<file path="src/core/ttc_pkg.sv">
// Constants and types shared by the thermometer and thermostat core
package ttc_pkg;

	// ----------------------------------------
	// Temperature encoding
	// ----------------------------------------
	localparam int TEMP_W = 9;
	localparam logic [8:0] TEMP_MIN = 9'h192;
	localparam logic [8:0] TEMP_MAX = 9'h0FA;

	// ----------------------------------------
	// Register offsets
	// ----------------------------------------
	localparam logic [7:0] OFS_CTRL = 8'h00;
	localparam logic [7:0] OFS_UPPER = 8'h04;
	localparam logic [7:0] OFS_LOWER = 8'h08;
	localparam logic [7:0] OFS_BASE = 8'h0C;
	localparam logic [7:0] OFS_SLOPE_INIT = 8'h10;
	localparam logic [7:0] OFS_SLOPE_STEP = 8'h14;
	localparam logic [7:0] OFS_GATE_LEN = 8'h18;
	localparam logic [7:0] OFS_RESULT = 8'h1C;
	localparam logic [7:0] OFS_STATUS = 8'h20;
	localparam logic [7:0] OFS_COUNT = 8'h24;

	// ----------------------------------------
	// Field positions
	// ----------------------------------------
	localparam int CTRL_HOST = 0;
	localparam int CTRL_SINGLE = 1;
	localparam int CTRL_START = 2;
	localparam int CTRL_STOP = 3;
	localparam int ST_DONE = 0;
	localparam int ST_BUSY = 1;
	localparam int ST_ABOVE = 2;
	localparam int ST_BELOW = 3;
	localparam int ST_HYST = 4;

	// ----------------------------------------
	// Reset values
	// ----------------------------------------
	localparam logic [8:0] UPPER_RST = 9'h032;
	localparam logic [8:0] LOWER_RST = 9'h000;
	localparam logic [8:0] BASE_RST = 9'h040;
	localparam logic [8:0] SLOPE_INIT_RST = 9'h020;
	localparam logic [8:0] SLOPE_STEP_RST = 9'h000;
	localparam logic [8:0] GATE_LEN_RST = 9'h064;

	// ----------------------------------------
	// Serial commands
	// ----------------------------------------
	localparam logic [7:0] CMD_READ_TEMP = 8'hAA;
	localparam logic [7:0] CMD_READ_COUNT = 8'hA0;
	localparam logic [7:0] CMD_READ_SLOPE = 8'hA9;
	localparam logic [7:0] CMD_READ_UPPER = 8'hA1;
	localparam logic [7:0] CMD_READ_LOWER = 8'hA2;
	localparam logic [7:0] CMD_WRITE_UPPER = 8'h01;
	localparam logic [7:0] CMD_WRITE_LOWER = 8'h02;
	localparam logic [7:0] CMD_START = 8'hEE;
	localparam logic [7:0] CMD_STOP = 8'h22;

	// ----------------------------------------
	// Bus answers and timing
	// ----------------------------------------
	localparam logic [1:0] RESP_OKAY = 2'h0;
	localparam logic [1:0] RESP_SLVERR = 2'h2;
	localparam int CLK_HZ = 10000000;
	localparam int CONVERT_START_LOW_MAX_S = 1;
	localparam int CONVERT_START_LOW_MAX_CYCLES = CONVERT_START_LOW_MAX_S * CLK_HZ;

	// ----------------------------------------
	// Pin synchroniser lanes
	// ----------------------------------------
	localparam int PIN_CLK = 0;
	localparam int PIN_RST = 1;
	localparam int PIN_DQ = 2;
	localparam int PIN_LOSC = 3;
	localparam int PIN_HOSC = 4;
	localparam int PIN_N = 5;

	// ----------------------------------------
	// State machines
	// ----------------------------------------
	typedef enum logic [1:0] {CV_IDLE = 2'h1, CV_GATE = 2'h2} ttc_convert_start_low_t;
	typedef enum logic [4:0] {
		SR_IDLE = 5'h01, SR_CMD = 5'h02, SR_READ = 5'h04, SR_WRITE = 5'h08, SR_HOLD = 5'h10
	} ttc_ser_t;

endpackage

</file>
<file path="src/core/ttc_core.sv">
// Thermometer and thermostat core with three-wire port and register slave
//
// The placing of the registers and the AXI4-Lite register port were chosen for this implementation.
`timescale 1ns/1ns
module ttc_core #(
	parameter int CONVERT_START_LOW_MAX_CYCLES = ttc_pkg::CONVERT_START_LOW_MAX_CYCLES
) (
	// Clock and reset
	input wire logic clk_in,
	input wire logic rst_in,
	// Register bus
	input wire logic [7:0] s_axi_awaddr_in,
	input wire logic s_axi_awvalid_in,
	output logic s_axi_awready_out,
	input wire logic [31:0] s_axi_wdata_in,
	input wire logic [3:0] s_axi_wstrb_in,
	input wire logic s_axi_wvalid_in,
	output logic s_axi_wready_out,
	output logic [1:0] s_axi_bresp_out,
	output logic s_axi_bvalid_out,
	input wire logic s_axi_bready_in,
	input wire logic [7:0] s_axi_araddr_in,
	input wire logic s_axi_arvalid_in,
	output logic s_axi_arready_out,
	output logic [31:0] s_axi_rdata_out,
	output logic [1:0] s_axi_rresp_out,
	output logic s_axi_rvalid_out,
	input wire logic s_axi_rready_in,
	// Three-wire port
	input wire logic clock_or_convert_pin_in,
	input wire logic port_reset_in,
	input wire logic data_in,
	output logic data_out,
	output logic data_oe_n_out,
	// Oscillators
	input wire logic low_tc_osc_in,
	input wire logic high_tc_osc_in,
	// Thermostat outputs
	output logic above_limit_alarm_out,
	output logic below_limit_alarm_out,
	output logic hysteresis_alarm_out
);

	function automatic logic [8:0] merge9(input logic [8:0] old, input logic [31:0] d, input logic [3:0] s);
		merge9 = {s[1] ? d[8] : old[8], s[0] ? d[7:0] : old[7:0]};
	endfunction

	function automatic logic mapped(input logic [7:0] a);
		mapped = (a[1:0] == 2'h0) && (a <= ttc_pkg::OFS_COUNT);
	endfunction

	// ----------------------------------------
	// Pin synchronisers
	// ----------------------------------------
	logic [4:0] sync1, sync2, sync3, stable, stable_prev, next_stable;
	always_comb begin
		for (int i = 0; i < ttc_pkg::PIN_N; i++) begin
			next_stable[i] = (sync2[i] == sync3[i]) ? sync3[i] : stable[i];
		end
	end
	always_ff @(posedge clk_in) begin
		sync1 <= {high_tc_osc_in, low_tc_osc_in, data_in, port_reset_in, clock_or_convert_pin_in};
		sync2 <= sync1;
		sync3 <= sync2;
		if (rst_in) begin
			stable <= 5'h01;
			stable_prev <= 5'h01;
		end else begin
			stable <= next_stable;
			stable_prev <= stable;
		end
	end
	logic p_clk, p_rst, p_dq, clk_rise, clk_fall, losc_edge, hosc_edge;
	assign p_clk = stable[ttc_pkg::PIN_CLK];
	assign p_rst = stable[ttc_pkg::PIN_RST];
	assign p_dq = stable[ttc_pkg::PIN_DQ];
	assign clk_rise = p_clk && !stable_prev[ttc_pkg::PIN_CLK];
	assign clk_fall = !p_clk && stable_prev[ttc_pkg::PIN_CLK];
	assign losc_edge = stable[ttc_pkg::PIN_LOSC] && !stable_prev[ttc_pkg::PIN_LOSC];
	assign hosc_edge = stable[ttc_pkg::PIN_HOSC] && !stable_prev[ttc_pkg::PIN_HOSC];

	// ----------------------------------------
	// Register bus slave
	// ----------------------------------------
	logic aw_held, w_held, next_aw_held, next_w_held, next_awready, next_wready, next_bvalid;
	logic next_arready, next_rvalid, wr_go;
	logic [7:0] aw_addr, next_aw_addr;
	logic [31:0] w_data, next_w_data, rd_word, next_rdata;
	logic [3:0] w_strb, next_w_strb;
	logic [1:0] next_bresp, next_rresp;
	always_comb begin
		next_aw_held = aw_held;
		next_w_held = w_held;
		next_aw_addr = aw_addr;
		next_w_data = w_data;
		next_w_strb = w_strb;
		next_awready = s_axi_awready_out;
		next_wready = s_axi_wready_out;
		next_bvalid = s_axi_bvalid_out;
		next_bresp = s_axi_bresp_out;
		next_arready = s_axi_arready_out;
		next_rvalid = s_axi_rvalid_out;
		next_rdata = s_axi_rdata_out;
		next_rresp = s_axi_rresp_out;
		wr_go = aw_held && w_held && !s_axi_bvalid_out;
		if (s_axi_awvalid_in && s_axi_awready_out) begin
			next_aw_held = 1'b1;
			next_aw_addr = s_axi_awaddr_in;
			next_awready = 1'b0;
		end
		if (s_axi_wvalid_in && s_axi_wready_out) begin
			next_w_held = 1'b1;
			next_w_data = s_axi_wdata_in;
			next_w_strb = s_axi_wstrb_in;
			next_wready = 1'b0;
		end
		if (wr_go) begin
			next_aw_held = 1'b0;
			next_w_held = 1'b0;
			next_bvalid = 1'b1;
			next_bresp = mapped(aw_addr) ? ttc_pkg::RESP_OKAY : ttc_pkg::RESP_SLVERR;
		end
		if (s_axi_bvalid_out && s_axi_bready_in) begin
			next_bvalid = 1'b0;
			next_awready = 1'b1;
			next_wready = 1'b1;
		end
		if (s_axi_arvalid_in && s_axi_arready_out) begin
			next_arready = 1'b0;
			next_rvalid = 1'b1;
			next_rdata = mapped(s_axi_araddr_in) ? rd_word : 32'h0000_0000;
			next_rresp = mapped(s_axi_araddr_in) ? ttc_pkg::RESP_OKAY : ttc_pkg::RESP_SLVERR;
		end
		if (s_axi_rvalid_out && s_axi_rready_in) begin
			next_rvalid = 1'b0;
			next_arready = 1'b1;
		end
	end
	always_ff @(posedge clk_in) begin
		if (rst_in) begin
			aw_held <= 1'b0;
			w_held <= 1'b0;
			aw_addr <= 8'h00;
			w_data <= 32'h0000_0000;
			w_strb <= 4'h0;
			s_axi_awready_out <= 1'b1;
			s_axi_wready_out <= 1'b1;
			s_axi_bvalid_out <= 1'b0;
			s_axi_bresp_out <= ttc_pkg::RESP_OKAY;
			s_axi_arready_out <= 1'b1;
			s_axi_rvalid_out <= 1'b0;
			s_axi_rdata_out <= 32'h0000_0000;
			s_axi_rresp_out <= ttc_pkg::RESP_OKAY;
		end else begin
			aw_held <= next_aw_held;
			w_held <= next_w_held;
			aw_addr <= next_aw_addr;
			w_data <= next_w_data;
			w_strb <= next_w_strb;
			s_axi_awready_out <= next_awready;
			s_axi_wready_out <= next_wready;
			s_axi_bvalid_out <= next_bvalid;
			s_axi_bresp_out <= next_bresp;
			s_axi_arready_out <= next_arready;
			s_axi_rvalid_out <= next_rvalid;
			s_axi_rdata_out <= next_rdata;
			s_axi_rresp_out <= next_rresp;
		end
	end

	// ----------------------------------------
	// Configuration registers
	// ----------------------------------------
	logic host_mode, single_conversion_bit, next_host_mode, next_single;
	logic [8:0] upper_limit, lower_limit, base_count, slope_init, slope_step, gate_len;
	logic [8:0] next_upper, next_lower, next_base, next_slope_init, next_slope_step, next_gate_len;
	logic ax_start, ax_stop, ser_start, ser_stop, ser_wr_upper, ser_wr_lower, ser_ld_slope;
	logic [8:0] ser_word;
	always_comb begin
		next_host_mode = host_mode;
		next_single = single_conversion_bit;
		next_upper = upper_limit;
		next_lower = lower_limit;
		next_base = base_count;
		next_slope_init = slope_init;
		next_slope_step = slope_step;
		next_gate_len = gate_len;
		ax_start = 1'b0;
		ax_stop = 1'b0;
		if (wr_go && w_strb[0]) begin
			case (aw_addr)
				ttc_pkg::OFS_CTRL: begin
					next_host_mode = w_data[ttc_pkg::CTRL_HOST];
					next_single = w_data[ttc_pkg::CTRL_SINGLE];
					ax_start = w_data[ttc_pkg::CTRL_START];
					ax_stop = w_data[ttc_pkg::CTRL_STOP];
				end
				default: begin
				end
			endcase
		end
		if (wr_go) begin
			case (aw_addr)
				ttc_pkg::OFS_UPPER: next_upper = merge9(upper_limit, w_data, w_strb);
				ttc_pkg::OFS_LOWER: next_lower = merge9(lower_limit, w_data, w_strb);
				ttc_pkg::OFS_BASE: next_base = merge9(base_count, w_data, w_strb);
				ttc_pkg::OFS_SLOPE_INIT: next_slope_init = merge9(slope_init, w_data, w_strb);
				ttc_pkg::OFS_SLOPE_STEP: next_slope_step = merge9(slope_step, w_data, w_strb);
				ttc_pkg::OFS_GATE_LEN: next_gate_len = merge9(gate_len, w_data, w_strb);
				default: begin
				end
			endcase
		end
		if (ser_wr_upper) begin
			next_upper = ser_word;
		end
		if (ser_wr_lower) begin
			next_lower = ser_word;
		end
	end
	always_ff @(posedge clk_in) begin
		if (rst_in) begin
			host_mode <= 1'b0;
			single_conversion_bit <= 1'b0;
			upper_limit <= ttc_pkg::UPPER_RST;
			lower_limit <= ttc_pkg::LOWER_RST;
			base_count <= ttc_pkg::BASE_RST;
			slope_init <= ttc_pkg::SLOPE_INIT_RST;
			slope_step <= ttc_pkg::SLOPE_STEP_RST;
			gate_len <= ttc_pkg::GATE_LEN_RST;
		end else begin
			host_mode <= next_host_mode;
			single_conversion_bit <= next_single;
			upper_limit <= next_upper;
			lower_limit <= next_lower;
			base_count <= next_base;
			slope_init <= next_slope_init;
			slope_step <= next_slope_step;
			gate_len <= next_gate_len;
		end
	end

	// ----------------------------------------
	// Conversion engine
	// ----------------------------------------
	ttc_pkg::ttc_convert_start_low_t cv_state, next_cv_state;
	logic [8:0] counter, slope_acc, temp_acc, result, count_reg, gate_cnt;
	logic [8:0] next_counter, next_slope_acc, next_temp_acc, next_result, next_count_reg, next_gate_cnt;
	logic [23:0] time_cnt, next_time_cnt;
	logic done, run_on, next_done, next_run_on, next_above, next_below, next_hyst, sa_mode, gate_end;
	always_comb begin
		next_cv_state = cv_state;
		next_counter = counter;
		next_slope_acc = slope_acc;
		next_temp_acc = temp_acc;
		next_result = result;
		next_count_reg = count_reg;
		next_gate_cnt = gate_cnt;
		next_time_cnt = time_cnt;
		next_done = done;
		next_run_on = run_on;
		next_above = above_limit_alarm_out;
		next_below = below_limit_alarm_out;
		next_hyst = hysteresis_alarm_out;
		sa_mode = !host_mode && !p_rst;
		gate_end = 1'b0;
		if (ax_start || ser_start) begin
			next_run_on = !next_single;
		end
		if (ax_stop || ser_stop) begin
			next_run_on = 1'b0;
		end
		if (ser_ld_slope) begin
			next_count_reg = slope_acc;
		end
		case (cv_state)
			ttc_pkg::CV_IDLE: begin
				if (ax_start || ser_start || run_on || (sa_mode && (clk_fall || !p_clk))) begin
					next_counter = base_count;
					next_temp_acc = ttc_pkg::TEMP_MIN;
					next_slope_acc = slope_init;
					next_gate_cnt = 9'h000;
					next_time_cnt = 24'h000000;
					next_done = 1'b0;
					next_cv_state = ttc_pkg::CV_GATE;
				end
			end
			ttc_pkg::CV_GATE: begin
				next_time_cnt = time_cnt + 24'h000001;
				if (hosc_edge) begin
					next_gate_cnt = gate_cnt + 9'h001;
				end
				if (losc_edge) begin
					if (counter <= 9'h001) begin
						next_counter = slope_acc;
						next_slope_acc = slope_acc + slope_step;
						if (temp_acc != ttc_pkg::TEMP_MAX) begin
							next_temp_acc = temp_acc + 9'h001;
						end
					end else begin
						next_counter = counter - 9'h001;
					end
				end
				gate_end = (hosc_edge && next_gate_cnt >= gate_len) ||
					(time_cnt >= 24'(CONVERT_START_LOW_MAX_CYCLES - 1));
				if (gate_end) begin
					next_result = next_temp_acc;
					next_count_reg = next_counter;
					next_above = $signed(next_temp_acc) >= $signed(upper_limit);
					next_below = $signed(next_temp_acc) <= $signed(lower_limit);
					if ($signed(next_temp_acc) >= $signed(upper_limit)) begin
						next_hyst = 1'b1;
					end else if ($signed(next_temp_acc) <= $signed(lower_limit)) begin
						next_hyst = 1'b0;
					end
					next_done = 1'b1;
					next_cv_state = ttc_pkg::CV_IDLE;
				end
			end
			default: next_cv_state = ttc_pkg::CV_IDLE;
		endcase
	end
	always_ff @(posedge clk_in) begin
		if (rst_in) begin
			cv_state <= ttc_pkg::CV_IDLE;
			counter <= 9'h000;
			slope_acc <= 9'h000;
			temp_acc <= ttc_pkg::TEMP_MIN;
			result <= ttc_pkg::TEMP_MIN;
			count_reg <= 9'h000;
			gate_cnt <= 9'h000;
			time_cnt <= 24'h000000;
			done <= 1'b0;
			run_on <= 1'b0;
			above_limit_alarm_out <= 1'b0;
			below_limit_alarm_out <= 1'b0;
			hysteresis_alarm_out <= 1'b0;
		end else begin
			cv_state <= next_cv_state;
			counter <= next_counter;
			slope_acc <= next_slope_acc;
			temp_acc <= next_temp_acc;
			result <= next_result;
			count_reg <= next_count_reg;
			gate_cnt <= next_gate_cnt;
			time_cnt <= next_time_cnt;
			done <= next_done;
			run_on <= next_run_on;
			above_limit_alarm_out <= next_above;
			below_limit_alarm_out <= next_below;
			hysteresis_alarm_out <= next_hyst;
		end
	end

	// ----------------------------------------
	// Register read mux
	// ----------------------------------------
	always_comb begin
		case (s_axi_araddr_in)
			ttc_pkg::OFS_CTRL: rd_word = {30'h0, single_conversion_bit, host_mode};
			ttc_pkg::OFS_UPPER: rd_word = {23'h0, upper_limit};
			ttc_pkg::OFS_LOWER: rd_word = {23'h0, lower_limit};
			ttc_pkg::OFS_BASE: rd_word = {23'h0, base_count};
			ttc_pkg::OFS_SLOPE_INIT: rd_word = {23'h0, slope_init};
			ttc_pkg::OFS_SLOPE_STEP: rd_word = {23'h0, slope_step};
			ttc_pkg::OFS_GATE_LEN: rd_word = {23'h0, gate_len};
			ttc_pkg::OFS_RESULT: rd_word = {23'h0, result};
			ttc_pkg::OFS_STATUS: rd_word = {27'h0, hysteresis_alarm_out, below_limit_alarm_out,
				above_limit_alarm_out, cv_state == ttc_pkg::CV_GATE, done};
			ttc_pkg::OFS_COUNT: rd_word = {23'h0, count_reg};
			default: rd_word = 32'h0000_0000;
		endcase
	end

	// ----------------------------------------
	// Three-wire serial port
	// ----------------------------------------
	ttc_pkg::ttc_ser_t ser_state, next_ser_state;
	logic [3:0] bit_cnt, next_bit_cnt;
	logic [7:0] cmd_sh, next_cmd_sh, cmd_full;
	logic [8:0] io_sh, next_io_sh;
	logic next_data, next_oe_n;
	always_comb begin
		next_ser_state = ser_state;
		next_bit_cnt = bit_cnt;
		next_cmd_sh = cmd_sh;
		next_io_sh = io_sh;
		next_data = data_out;
		next_oe_n = data_oe_n_out;
		ser_start = 1'b0;
		ser_stop = 1'b0;
		ser_wr_upper = 1'b0;
		ser_wr_lower = 1'b0;
		ser_ld_slope = 1'b0;
		cmd_full = {p_dq, cmd_sh[7:1]};
		ser_word = {p_dq, io_sh[8:1]};
		if (!p_rst) begin
			next_ser_state = ttc_pkg::SR_IDLE;
			next_oe_n = 1'b1;
		end else begin
			case (ser_state)
				ttc_pkg::SR_IDLE: begin
					next_bit_cnt = 4'h0;
					next_ser_state = ttc_pkg::SR_CMD;
				end
				ttc_pkg::SR_CMD: begin
					if (clk_rise) begin
						next_cmd_sh = cmd_full;
						next_bit_cnt = bit_cnt + 4'h1;
						if (bit_cnt == 4'h7) begin
							next_bit_cnt = 4'h0;
							next_ser_state = ttc_pkg::SR_READ;
							case (cmd_full)
								ttc_pkg::CMD_READ_TEMP: next_io_sh = result;
								ttc_pkg::CMD_READ_COUNT: next_io_sh = count_reg;
								ttc_pkg::CMD_READ_SLOPE: begin
									next_io_sh = slope_acc;
									ser_ld_slope = 1'b1;
								end
								ttc_pkg::CMD_READ_UPPER: next_io_sh = upper_limit;
								ttc_pkg::CMD_READ_LOWER: next_io_sh = lower_limit;
								ttc_pkg::CMD_WRITE_UPPER, ttc_pkg::CMD_WRITE_LOWER: begin
									next_ser_state = ttc_pkg::SR_WRITE;
								end
								ttc_pkg::CMD_START: begin
									ser_start = 1'b1;
									next_ser_state = ttc_pkg::SR_HOLD;
								end
								ttc_pkg::CMD_STOP: begin
									ser_stop = 1'b1;
									next_ser_state = ttc_pkg::SR_HOLD;
								end
								default: next_ser_state = ttc_pkg::SR_HOLD;
							endcase
						end
					end
				end
				ttc_pkg::SR_READ: begin
					if (clk_fall) begin
						next_data = io_sh[0];
						next_oe_n = 1'b0;
						next_io_sh = {1'b0, io_sh[8:1]};
					end else if (clk_rise) begin
						next_oe_n = 1'b1;
					end
				end
				ttc_pkg::SR_WRITE: begin
					if (clk_rise) begin
						next_io_sh = ser_word;
						next_bit_cnt = bit_cnt + 4'h1;
						if (bit_cnt == 4'h8) begin
							ser_wr_upper = cmd_sh == ttc_pkg::CMD_WRITE_UPPER;
							ser_wr_lower = cmd_sh == ttc_pkg::CMD_WRITE_LOWER;
							next_ser_state = ttc_pkg::SR_HOLD;
						end
					end
				end
				ttc_pkg::SR_HOLD: next_oe_n = 1'b1;
				default: next_ser_state = ttc_pkg::SR_IDLE;
			endcase
		end
	end
	always_ff @(posedge clk_in) begin
		if (rst_in) begin
			ser_state <= ttc_pkg::SR_IDLE;
			bit_cnt <= 4'h0;
			cmd_sh <= 8'h00;
			io_sh <= 9'h000;
			data_out <= 1'b0;
			data_oe_n_out <= 1'b1;
		end else begin
			ser_state <= next_ser_state;
			bit_cnt <= next_bit_cnt;
			cmd_sh <= next_cmd_sh;
			io_sh <= next_io_sh;
			data_out <= next_data;
			data_oe_n_out <= next_oe_n;
		end
	end

endmodule

</file>
<file path="config.mk">
export PLATFORM = sky130hd
export DESIGN_NAME = ttc_core
export DESIGN_NICKNAME = d
export VERILOG_FILES = /design/src/core/ttc_pkg.sv /design/src/core/ttc_core.sv
export SDC_FILE = /design/constraint.sdc
export NUM_CORES = 1
export LEC_CHECK = 0
export BUFFER_PORTS_ARGS = -buffer_cell sky130_fd_sc_hd__buf_2
export CAP_MARGIN = 15
export CORE_ASPECT_RATIO = 1.25
export CORE_MARGIN = 5
export CORE_UTILIZATION = 60
export CTS_CLUSTER_SIZE = 20
export DETAILED_ROUTE_END_ITERATION = 10
export PLACE_DENSITY = 0.81
export SLEW_MARGIN = 30
export SYNTH_ARGS = -nofsm -noshare
export SYNTH_HDL_FRONTEND = slang
export SYNTH_SLANG_ARGS = --single-unit
</file>
<file path="constraint.sdc">
create_clock -name clk_in -period 8 [get_ports clk_in]
set_input_delay 1.6 -clock clk_in [delete_from_list [all_inputs] [get_ports clk_in]]
set_output_delay 1.6 -clock clk_in [all_outputs]
set_load 0.02 [all_outputs]
</file>
==> results of run 1 <==
## cells by family after synthesis
kind of cell / share of synthesized area, %
and+or+nand+nor: 22.3
AOI/OAI and AO/OA: 18.5
DFF: 36.7
buffers and inverters: 6.29
muxes: 9.87
adders and majority gates: 4.67
xor gates and xnor gates: 1.61
other: 0.0300
## final cells by class
class                           count  area, µm²  share of cell area, %
Multi-Input combinational cell   1142       7230                   53.4
Sequential cell                   229       4580                   33.9
Clock buffer                       32        702                   5.18
Timing Repair Buffer               67        362                   2.67
Tap cell                          274        343                   2.53
Inverter                           51        191                   1.41
Clock inverter                     11        129                  0.952
## Yosys cell counts (15+ instances only)
master / n / area [µm²]
dfxtp_1: 229 / 4580
nand2_1: 182 / 683
nor2_1: 136 / 510
mux2i_1: 95 / 951
a21oi_1: 93 / 465
o21ai_0: 86 / 430
clkbuf_1: 78 / 293
nor3_1: 69 / 345
nand3_1: 61 / 305
inv_1: 51 / 191
ha_1: 45 / 563
a211oi_1: 28 / 210
a311oi_1: 28 / 245
buf_4: 25 / 188
nand4_1: 22 / 138
a31oi_1: 18 / 113
xnor2_1: 16 / 140
buf_2: 15 / 75.1
## where the power goes
| part | leakage (µW) | total [µW] | internal, µW | switching (µW) |
|---|---|---|---|---|
| sequential | 0.00186 | 1200 | 1160 | 39.0 |
| clock | 0.000392 | 1170 | 686 | 483 |
| combinational | 0.00306 | 206 | 66.6 | 139 |
## critical path: stages (launching register included)
cell and delay, ps:
dfxtp_1 380, nor2b_1 410, and4_1 320, and3_1 290
nand3_1 140, xnor2_1 150, ha_1 300, a21oi_1 120
o21ai_0 100, a211oi_1 350, o22a_1 810, nor2_1 220
a311oi_1 270
## per-layer routing
layer / vias up / global-route usage [%] / routed length (µm)
li1: 5491 / - / -
met1: 5490 / 35.8 / 13700
met2: 476 / 50.1 / 17300
met3: 141 / 4.03 / 2820
met4: 0 / 16.8 / 2340
met5: - / 0 / 0
## path summary, 6_finish.rpt
| kind | startpoint | endpoint | slack, ps | cells past startpoint |
|---|---|---|---|---|
| worst max-delay path | stable[4] | count_reg[3] | 4040 | 12 |
| worst min-delay path | sync1[4] | sync2[4] | 330 | 0 |
| worst max register to register | stable[4] | count_reg[3] | 4040 | 12 |
| worst min register to register | sync1[4] | sync2[4] | 330 | 0 |
## metrics by stage
step,worst slack (ps),util [%]
3_5_place_dp,4070,61.5
2_1_floorplan,4700,-
4_1_cts,4050,65.5
6_report,4040,65.5
5_1_grt,3680,65.5
3_3_place_gp,4050,61.5
==> run summary, run 1 <==
Run status = complete, no violations
Final-stage net count = 1626
Final setup fails = 0
Crit Path Class = flip-flop to flip-flop
Register bank with the most flops = time_cnt
First-pass GRT wire length = 57300 µm
Total power = 2580 µW
Actual slew at the worst max-slew pin = 949 ps
Max_slew headroom = 36.6%
GP Congestion = 0.990
Wire per inst = 20.0 µm
WP data arrival = 4390 ps
CTS Hold Bufs = 0
Initial Util = 60.4%
Layout Cells excl Fill = 1806
Leak Pwr = 0.00531 µW
CTS buffer count = 25
Yosys cell types = 77
Clk root buf = clkbuf_16
Crit. End Element = flip-flop
Vias in the first global route = 10800
Max cap viols = 0
Via count = 11600
Worst-path maximum fanout = 19
RSZ-0062 raised after global routing = no
# fillers = 1770
Max reg flops = 24
Post-Synthesis Cells = 1524
Largest net degree at the start of global routing = 102
Inst Count DP = 1763
Die X = 139 µm
Global Route Usage Sum = 29.4%
Synth-to-Final Area Change = 8.48%
Clk pin slew, worst setup/hold paths = 60 ps
Hold WS = 331 ps
Worst Skew = 8.70 ps
Drt first pass iters = 6
Overall routed net length = 36200 µm
ANT cells = 0
Full die area = 23800 µm²
Fmax = 0.253 GHz
Hold Fails Final Rpt = 0
PwrDens = 190 nW/µm²
Hpwl dp = 24700 µm
CTS tree = yes
Die Height = 171 µm
Rows = 59
Sequential-to-total area share from yosys stat = 36.7%
CTS Sinks = 229
Slew Limit Fails = 0
Worst VDD drop = 203 µV
Post_cts resized = 0
Clock Tree Buf Depth = 3
Grt ovf = 0
Commonest non-fill, non-tap cell in the layout = dfxtp_1
Flops & latches, synth = 229
Leading cell types in the layout, fill and taps excluded = dfxtp_1 (229), nand2_1 (182), nor2_1 (136)
Post-Syn Area = 12500 µm²
Antenna violations before repair = 0
Post-synth top flop = dfxtp_1
Fraction of layout cells with a size suffix above 1 = 9.53%
Tmin final = 3960 ps
Core Box Area = 20700 µm²
Startpoint types = flip-flop
Number of synthesized flops with an enable pin = 0
IO buf count = 59
Vias per cell = 6.42
DRC viols = 0
Setup Buffers After CTS = 0
First-iteration detailed-routing DRC count = 1086
Number of placed I/O pins = 110
Worst-skew pair later-pin latency = 530 ps
Post-route cell area = 13500 µm²
DP Area = 12700 µm²
Post-DRT Antenna Nets = 0
Post-Route Setup TNS = 0 ps
Hold/Removal Path Class = flip-flop to flip-flop
CTS H-tree depth = 1
Asr flop ratio synth = 0%
Syn avg cell area = 8.19 µm²
Final period utilization = 49.4%
Synthesis Warnings = 0
Required time of the critical path = 8430 ps
Note: power is estimated with default switching activity, not from simulation.
==> run 2, diff against run 1 <==
CORE_UTILIZATION = 55   (was 60)
PLACE_DENSITY = 0.78   (was 0.81)
clock period = 3.34 ns   (was 8 ns; I/O delays follow)
==> run 2 against run 1 <==
Compared with the run above: global-route usage is 0.78 points lower; die area is 8.5% higher; setup slack worse by 3900 ps; routed wire length is 4.2% higher; clock power is 130% higher; highest routed layer unchanged; total power is 140% higher; maximum frequency is 23% higher; non-clock buffer count is 50 higher; clock-buffer cell count stayed put; core utilization is 2.9 points lower; sequential share of layout area is 0.97 points lower.
==> run summary, run 2 (synthesis gave the netlist of run 1 again) <==
Run status = complete, no violations (unchanged)
Full die area = 25800 µm² (was 23800 µm²)
Grt ovf = 0 (unchanged)
Multi-input logic area = 7280 µm² (was 7230 µm²)
Clk root buf = clkbuf_16 (unchanged)
Crit Path Class = flip-flop to flip-flop (unchanged)
Slowest stage cell, crit path = or4_4 (was o22a_1)
Max reg flops = 24 (unchanged)
CP Cell Sequence = or4_4, nor4_4, buf_4, nand2_1, mux2_2, ha_1, a21o_1, a31oi_1, o21ai_1, a21oi_1, or4_1, o2bb2ai_1 (was nor2b_1, and4_1, and3_1, nand3_1, xnor2_1, ha_1, a21oi_1, o21ai_0, a211oi_1, o22a_1, nor2_1, a311oi_1)
Synth-to-Final Area Change = 11.7% (was 8.48%)
Setup WS post-layout = 117 ps (was 4040 ps)
Via count = 11700 (was 11600)
Required time of the critical path = 3780 ps (was 8430 ps)
Final-stage net count = 1675 (was 1626)
Hold Fails Final Rpt = 0 (unchanged)
Critical path's largest stage delay = 570 ps (was 810 ps)
CTS H-tree depth = 1 (unchanged)
Die Height = 178 µm (was 171 µm)
Clk pin slew, worst setup/hold paths = 60 ps (about the same)
Dpl ws = 18.8 ps (was 4070 ps)
Worst-path maximum fanout = 4 (was 19)
R2R Path End = hysteresis_alarm_out (was count_reg[3])
Max cap viols = 0 (unchanged)
Hold Path Stages = 1 (was 0)
Wire per inst = 20.2 µm (was 20.0 µm)
Post-Route Setup TNS = 0 ps (unchanged)
Post-Route Utilization = 62.6% (was 65.5%)
RSZ-0062 raised after global routing = no (unchanged)
CP top delay family = simple AND/OR/NAND/NOR gates (was compound AO/OA/AOI/OAI gates)
Slew Limit Fails = 0 (unchanged)
# fillers = 1915 (was 1770)
DRC viols = 0 (unchanged)
Final setup fails = 0 (unchanged)
Hold path startpoint = low_tc_osc_in (was sync1[4])
Net Sw Power = 1530 µW (was 662 µW)
Leading cell types in the layout, fill and taps excluded = dfxtp_1 (228), nand2_1 (182), nor2_1 (136) (was dfxtp_1 (229), nand2_1 (182), nor2_1 (136))
Overall routed net length = 37700 µm (was 36200 µm)
WHS Endpoint = sync1[3] (was sync2[4])
Clock power share = 43.6% (was 45.4%)
Layout Cells excl Fill = 1863 (was 1806)
Number of placed I/O pins = 110 (unchanged)
Vias per cell = 6.30 (was 6.42)
Hold WS = 252 ps (was 331 ps)
CTS Sinks = 229 (unchanged)
Worst-skew pair later-pin latency = 520 ps (was 530 ps)
Global Route Usage Sum = 28.6% (was 29.4%)
Die X = 145 µm (was 139 µm)
First-iteration detailed-routing DRC count = 1095 (was 1086)
Final period utilization = 96.5% (was 49.4%)
Antenna violations before repair = 2 (was 0)
Crit. End Element = flip-flop (unchanged)
R2r worst-path depth = 12 (unchanged)
Tmin final = 3220 ps (was 3960 ps)
Leak Pwr = 0.00556 µW (was 0.00531 µW)
Inst Count DP = 1820 (was 1763)
Drt first pass iters = 6 (unchanged)
PwrDens = 436 nW/µm² (was 190 nW/µm²)
CTS buffer count = 24 (was 25)
Core Box Area = 22300 µm² (was 20700 µm²)
Fmax = 0.310 GHz (was 0.253 GHz)
Actual slew at the worst max-slew pin = 765 ps (was 949 ps)
Vias in the first global route = 11200 (was 10800)
Clock Tree Buf Depth = 3 (unchanged)
CP bufs+invs = 1 (was 0)
CTS tree = yes (unchanged)
Hpwl dp = 27300 µm (was 24700 µm)
Hold/Removal Path Class = input pin to flip-flop (was flip-flop to flip-flop)
Startpoint types = flip-flop (unchanged)
Largest net degree at the start of global routing = 111 (was 102)
Max_slew headroom = 48.3% (was 36.6%)
FF+latch area = 4590 µm² (was 4580 µm²)
Initial Util = 56.0% (was 60.4%)
Fraction of layout cells with a size suffix above 1 = 12.6% (was 9.53%)
Commonest non-fill, non-tap cell in the layout = dfxtp_1 (unchanged)
Int Power = 4560 µW (was 1920 µW)
Seq pwr share = 47.2% (was 46.7%)
Switching share of total power = 25.1% (was 25.7%)
R2R setup slack = 120 ps (was 4040 ps)
Worst VDD drop = 447 µV (was 203 µV)
Combinational share of power = 9.2% (was 8.0%)
GP Congestion = 1.03 (was 0.990)
Worst Skew = 10.3 ps (was 8.70 ps)
R2R Path Start = counter[5] (was stable[4])
Rows = 61 (was 59)
First-pass GRT wire length = 59100 µm (was 57300 µm)
Register bank with the most flops = time_cnt (unchanged)
Post-DRT Antenna Nets = 0 (unchanged)
IO buf count = 59 (unchanged)
WP data arrival = 3660 ps (was 4390 ps)
## run 2: cell count changes in the layout (fill, tap and decap cells not counted), sizes merged
cell	delta
clkinv	+2
diode	+2
inv	-2
clkinvlp	-4
buf	+50
## run 2: worst max path at each step
stage	start	to	slack, ps	cells after the start
2_1_floorplan	stable[4]	hysteresis_alarm_out	70	15
5_1_grt	stable[4]	hysteresis_alarm_out	3	12
6_report	counter[5]	hysteresis_alarm_out	120	12
3_5_place_dp	stable[4]	hysteresis_alarm_out	20	12
3_3_place_gp	stable[4]	hysteresis_alarm_out	100	12
4_1_cts	counter[5]	hysteresis_alarm_out	40	11
## run 2: what timing repair did
| item | in CTS | in global routing |
|---|---|---|
| pin swaps | 0 | 2 |
| hold buffers | 0 | 0 |
| setup buffers | 0 | 2 |
| gates resized for setup | 1 | 11 |
| endpoints found under the setup margin | 1 | 3 |
## run 2: final cells by class
type / count / area share, %
flip-flops and latches: 229 / 32.9
clock inverters: 7 / 0.628
well taps: 283 / 2.54
diodes: 2 / 0.0359
inverters: 51 / 1.37
multi-input cells: 1142 / 52.2
repair buffers: 117 / 5.44
clock buffers: 32 / 4.89
## run 2: metrics by stage
step	area, µm²	power, µW
floorplan	12600	3280
global placement	13100	3460
detailed placement	13100	3470
CTS	13900	6100
global route	13900	6270
finish	13900	6080
## run 2: per-layer routing
layer | vias up | wire [µm] | share of wire (%) | track usage, %
met5 | - | 0 | 0 | 0
met4 | 0 | 2550 | 6.8 | 16.1
met3 | 140 | 2350 | 6.2 | 3.27
met2 | 465 | 18300 | 49 | 48.9
met1 | 5572 | 14500 | 38 | 34.5
li1 | 5569 | - | - | -
## run 2: power groups by stage
stage	sequential (µW)	combinational (µW)	clock, µW
4_1_cts	2870	546	2680
6_report	2870	560	2650
5_1_grt	2870	607	2790
2_1_floorplan	2890	389	0
3_5_place_dp	2930	542	0
3_3_place_gp	2920	533	0
==> run 3, diff against run 2 <==
CORE_ASPECT_RATIO = 1.2   (was 1.25)
PLACE_DENSITY = unset   (was 0.78)
PLACE_DENSITY_LB_ADDON = 0.1   (was unset)
==> run 3 against run 2 <==
Compared with the run above: sequential cell count stayed put; clock skew is 6.5 ps higher; die area hardly changed; sequential share of layout area is 0.28 points lower; clock-buffer cell count stayed put; highest routed layer unchanged.
==> run summary, run 3 (synthesis gave the netlist of run 1 again) <==
IO buf count = 59 (unchanged)
Register bank with the most flops = time_cnt (unchanged)
Combinational share of power = 8.6% (was 9.2%)
Max_slew headroom = 40.1% (was 48.3%)
Synth-to-Final Area Change = 12.7% (was 11.7%)
Clock power share = 47.6% (was 43.6%)
Hold Path Stages = 1 (unchanged)
Initial Util = 55.8% (was 56.0%)
DP Area = 13100 µm² (about the same)
Crit. End Element = flip-flop (unchanged)
CTS tree = yes (unchanged)
Total power = 6540 µW (was 6080 µW)
Clk root buf = clkbuf_16 (unchanged)
Clock Tree Buf Depth = 3 (unchanged)
Global Route Usage Sum = 27.8% (was 28.6%)
Final setup fails = 0 (unchanged)
CTS Hold Bufs = 0 (unchanged)
Actual slew at the worst max-slew pin = 898 ps (was 765 ps)
R2r worst-path depth = 11 (was 12)
Int Power = 4920 µW (was 4560 µW)
PwrDens = 465 nW/µm² (was 436 nW/µm²)
Hold Fails Final Rpt = 0 (unchanged)
Overall routed net length = 37300 µm (was 37700 µm)
ANT cells = 0 (was 2)
First-pass GRT wire length = 58600 µm (was 59100 µm)
GP Congestion = 0.982 (was 1.03)
Drt first pass iters = 8 (was 6)
Worst VDD drop = 410 µV (was 447 µV)
Required time of the critical path = 3730 ps (was 3780 ps)
Vias in the first global route = 10800 (was 11200)
Hold/Removal Path Class = input pin to flip-flop (unchanged)
Worst-path maximum fanout = 4 (unchanged)
Inst Count DP = 1813 (was 1820)
Antenna violations before repair = 0 (was 2)
Commonest non-fill, non-tap cell in the layout = dfxtp_1 (unchanged)
Max cap viols = 0 (unchanged)
Core Box Area = 22400 µm² (was 22300 µm²)
Rows = 60 (was 61)
Switching share of total power = 24.9% (was 25.1%)
Die X = 148 µm (was 145 µm)
Slew Limit Fails = 0 (unchanged)
Max reg flops = 24 (unchanged)
Layout Cells excl Fill = 1862 (was 1863)
Worst Skew = 16.8 ps (was 10.3 ps)
CTS buffer count = 26 (was 24)
Leak Pwr = 0.00563 µW (was 0.00556 µW)
CTS H-tree depth = 1 (unchanged)
DRC viols = 0 (unchanged)
Clk pin slew, worst setup/hold paths = 60 ps (about the same)
Final period utilization = 96.0% (was 96.5%)
Fraction of layout cells with a size suffix above 1 = 12.9% (was 12.6%)
Post-route cell area = 14100 µm² (was 13900 µm²)
Tmin final = 3210 ps (was 3220 ps)
Vias per cell = 6.20 (was 6.30)
Wire per inst = 20.0 µm (was 20.2 µm)
Crit Path Class = flip-flop to flip-flop (unchanged)
Run status = complete, no violations (unchanged)
Post-DRT Antenna Nets = 0 (unchanged)
Startpoint types = flip-flop (unchanged)
Hpwl dp = 26500 µm (was 27300 µm)
CTS Sinks = 229 (unchanged)
Final-stage net count = 1674 (was 1675)
Grt ovf = 0 (unchanged)
Worst-skew pair later-pin latency = 530 ps (was 520 ps)
WP data arrival = 3590 ps (was 3660 ps)
First-iteration detailed-routing DRC count = 818 (was 1095)
Largest net degree at the start of global routing = 173 (was 111)
Leading cell types in the layout, fill and taps excluded = dfxtp_1 (228), nand2_1 (182), nor2_1 (136) (unchanged)
Hold WS = 237 ps (was 252 ps)
Full die area = 25800 µm² (about the same)
Number of placed I/O pins = 110 (unchanged)
Via count = 11600 (was 11700)
Seq pwr share = 43.9% (was 47.2%)
Net Sw Power = 1630 µW (was 1530 µW)
Fmax = 0.312 GHz (was 0.310 GHz)
Die Height = 175 µm (was 178 µm)
run 3: cell types whose count changed in the layout (fill, tap and decap cells not counted), sizes merged:
cell and change:
bufinv +3, clkinvlp +1, clkinv +3, buf -3, diode -2, inv +1
run 3: area by class of cell:
type	instances	area [µm²]
fill	2016	8300
multi-input combinational	1142	7270
sequential	229	4590
timing repair buffer	114	736
clock buffer	32	724
tap	279	349
clock inverter	15	213
inverter	51	191
run 3: worst paths after layout:
kind | startpoint | end | slack, ps
min | high_tc_osc_in | sync1[4] | 240
max reg2reg | counter[5] | hysteresis_alarm_out | 130
max | counter[5] | hysteresis_alarm_out | 130
min reg2reg | sync1[0] | sync2[0] | 330
run 3: repair_timing:
item / CTS / global route
resized for setup: 0 / 11
setup endpoints to repair: 0 / 18
buffers inserted: 0 / 2
run 3: per-stage QoR:
step                      utilization [%]  setup slack [ps]  setup TNS (ps)
final                                62.9               134               0
after global routing                 62.9             -44.7           -44.7
after CTS                            62.6              1.85               0
after detailed placement             58.4              13.1               0
after global placement               58.4              51.1               0
after floorplan                         -              67.9               0
run 3: per-layer routing:
metal | global-route usage, % | routed length (µm)
met5 | 0 | 0
met3 | 3.45 | 2150
met2 | 47.8 | 18000
met4 | 14.2 | 2090
met1 | 34.2 | 15000
run 3: critical path, cell delays in order (launching register included):
cell,delay (ps)
dfxtp_1,310
or4_4,570
nor4_4,410
nand4_1,210
xnor2_2,190
ha_1,330
a211oi_2,280
nand2_1,70
nor4_1,250
nand3b_1,150
o2111ai_1,140
o2bb2ai_1,160
run 3: power groups by stage:
stage	Clock, µW	Sequential [µW]	Combinational (µW)
after floorplan	0	2890	389
after global placement	0	2930	542
after detailed placement	0	2930	548
after CTS	3170	2870	550
after global routing	3280	2880	610
final	3110	2870	561
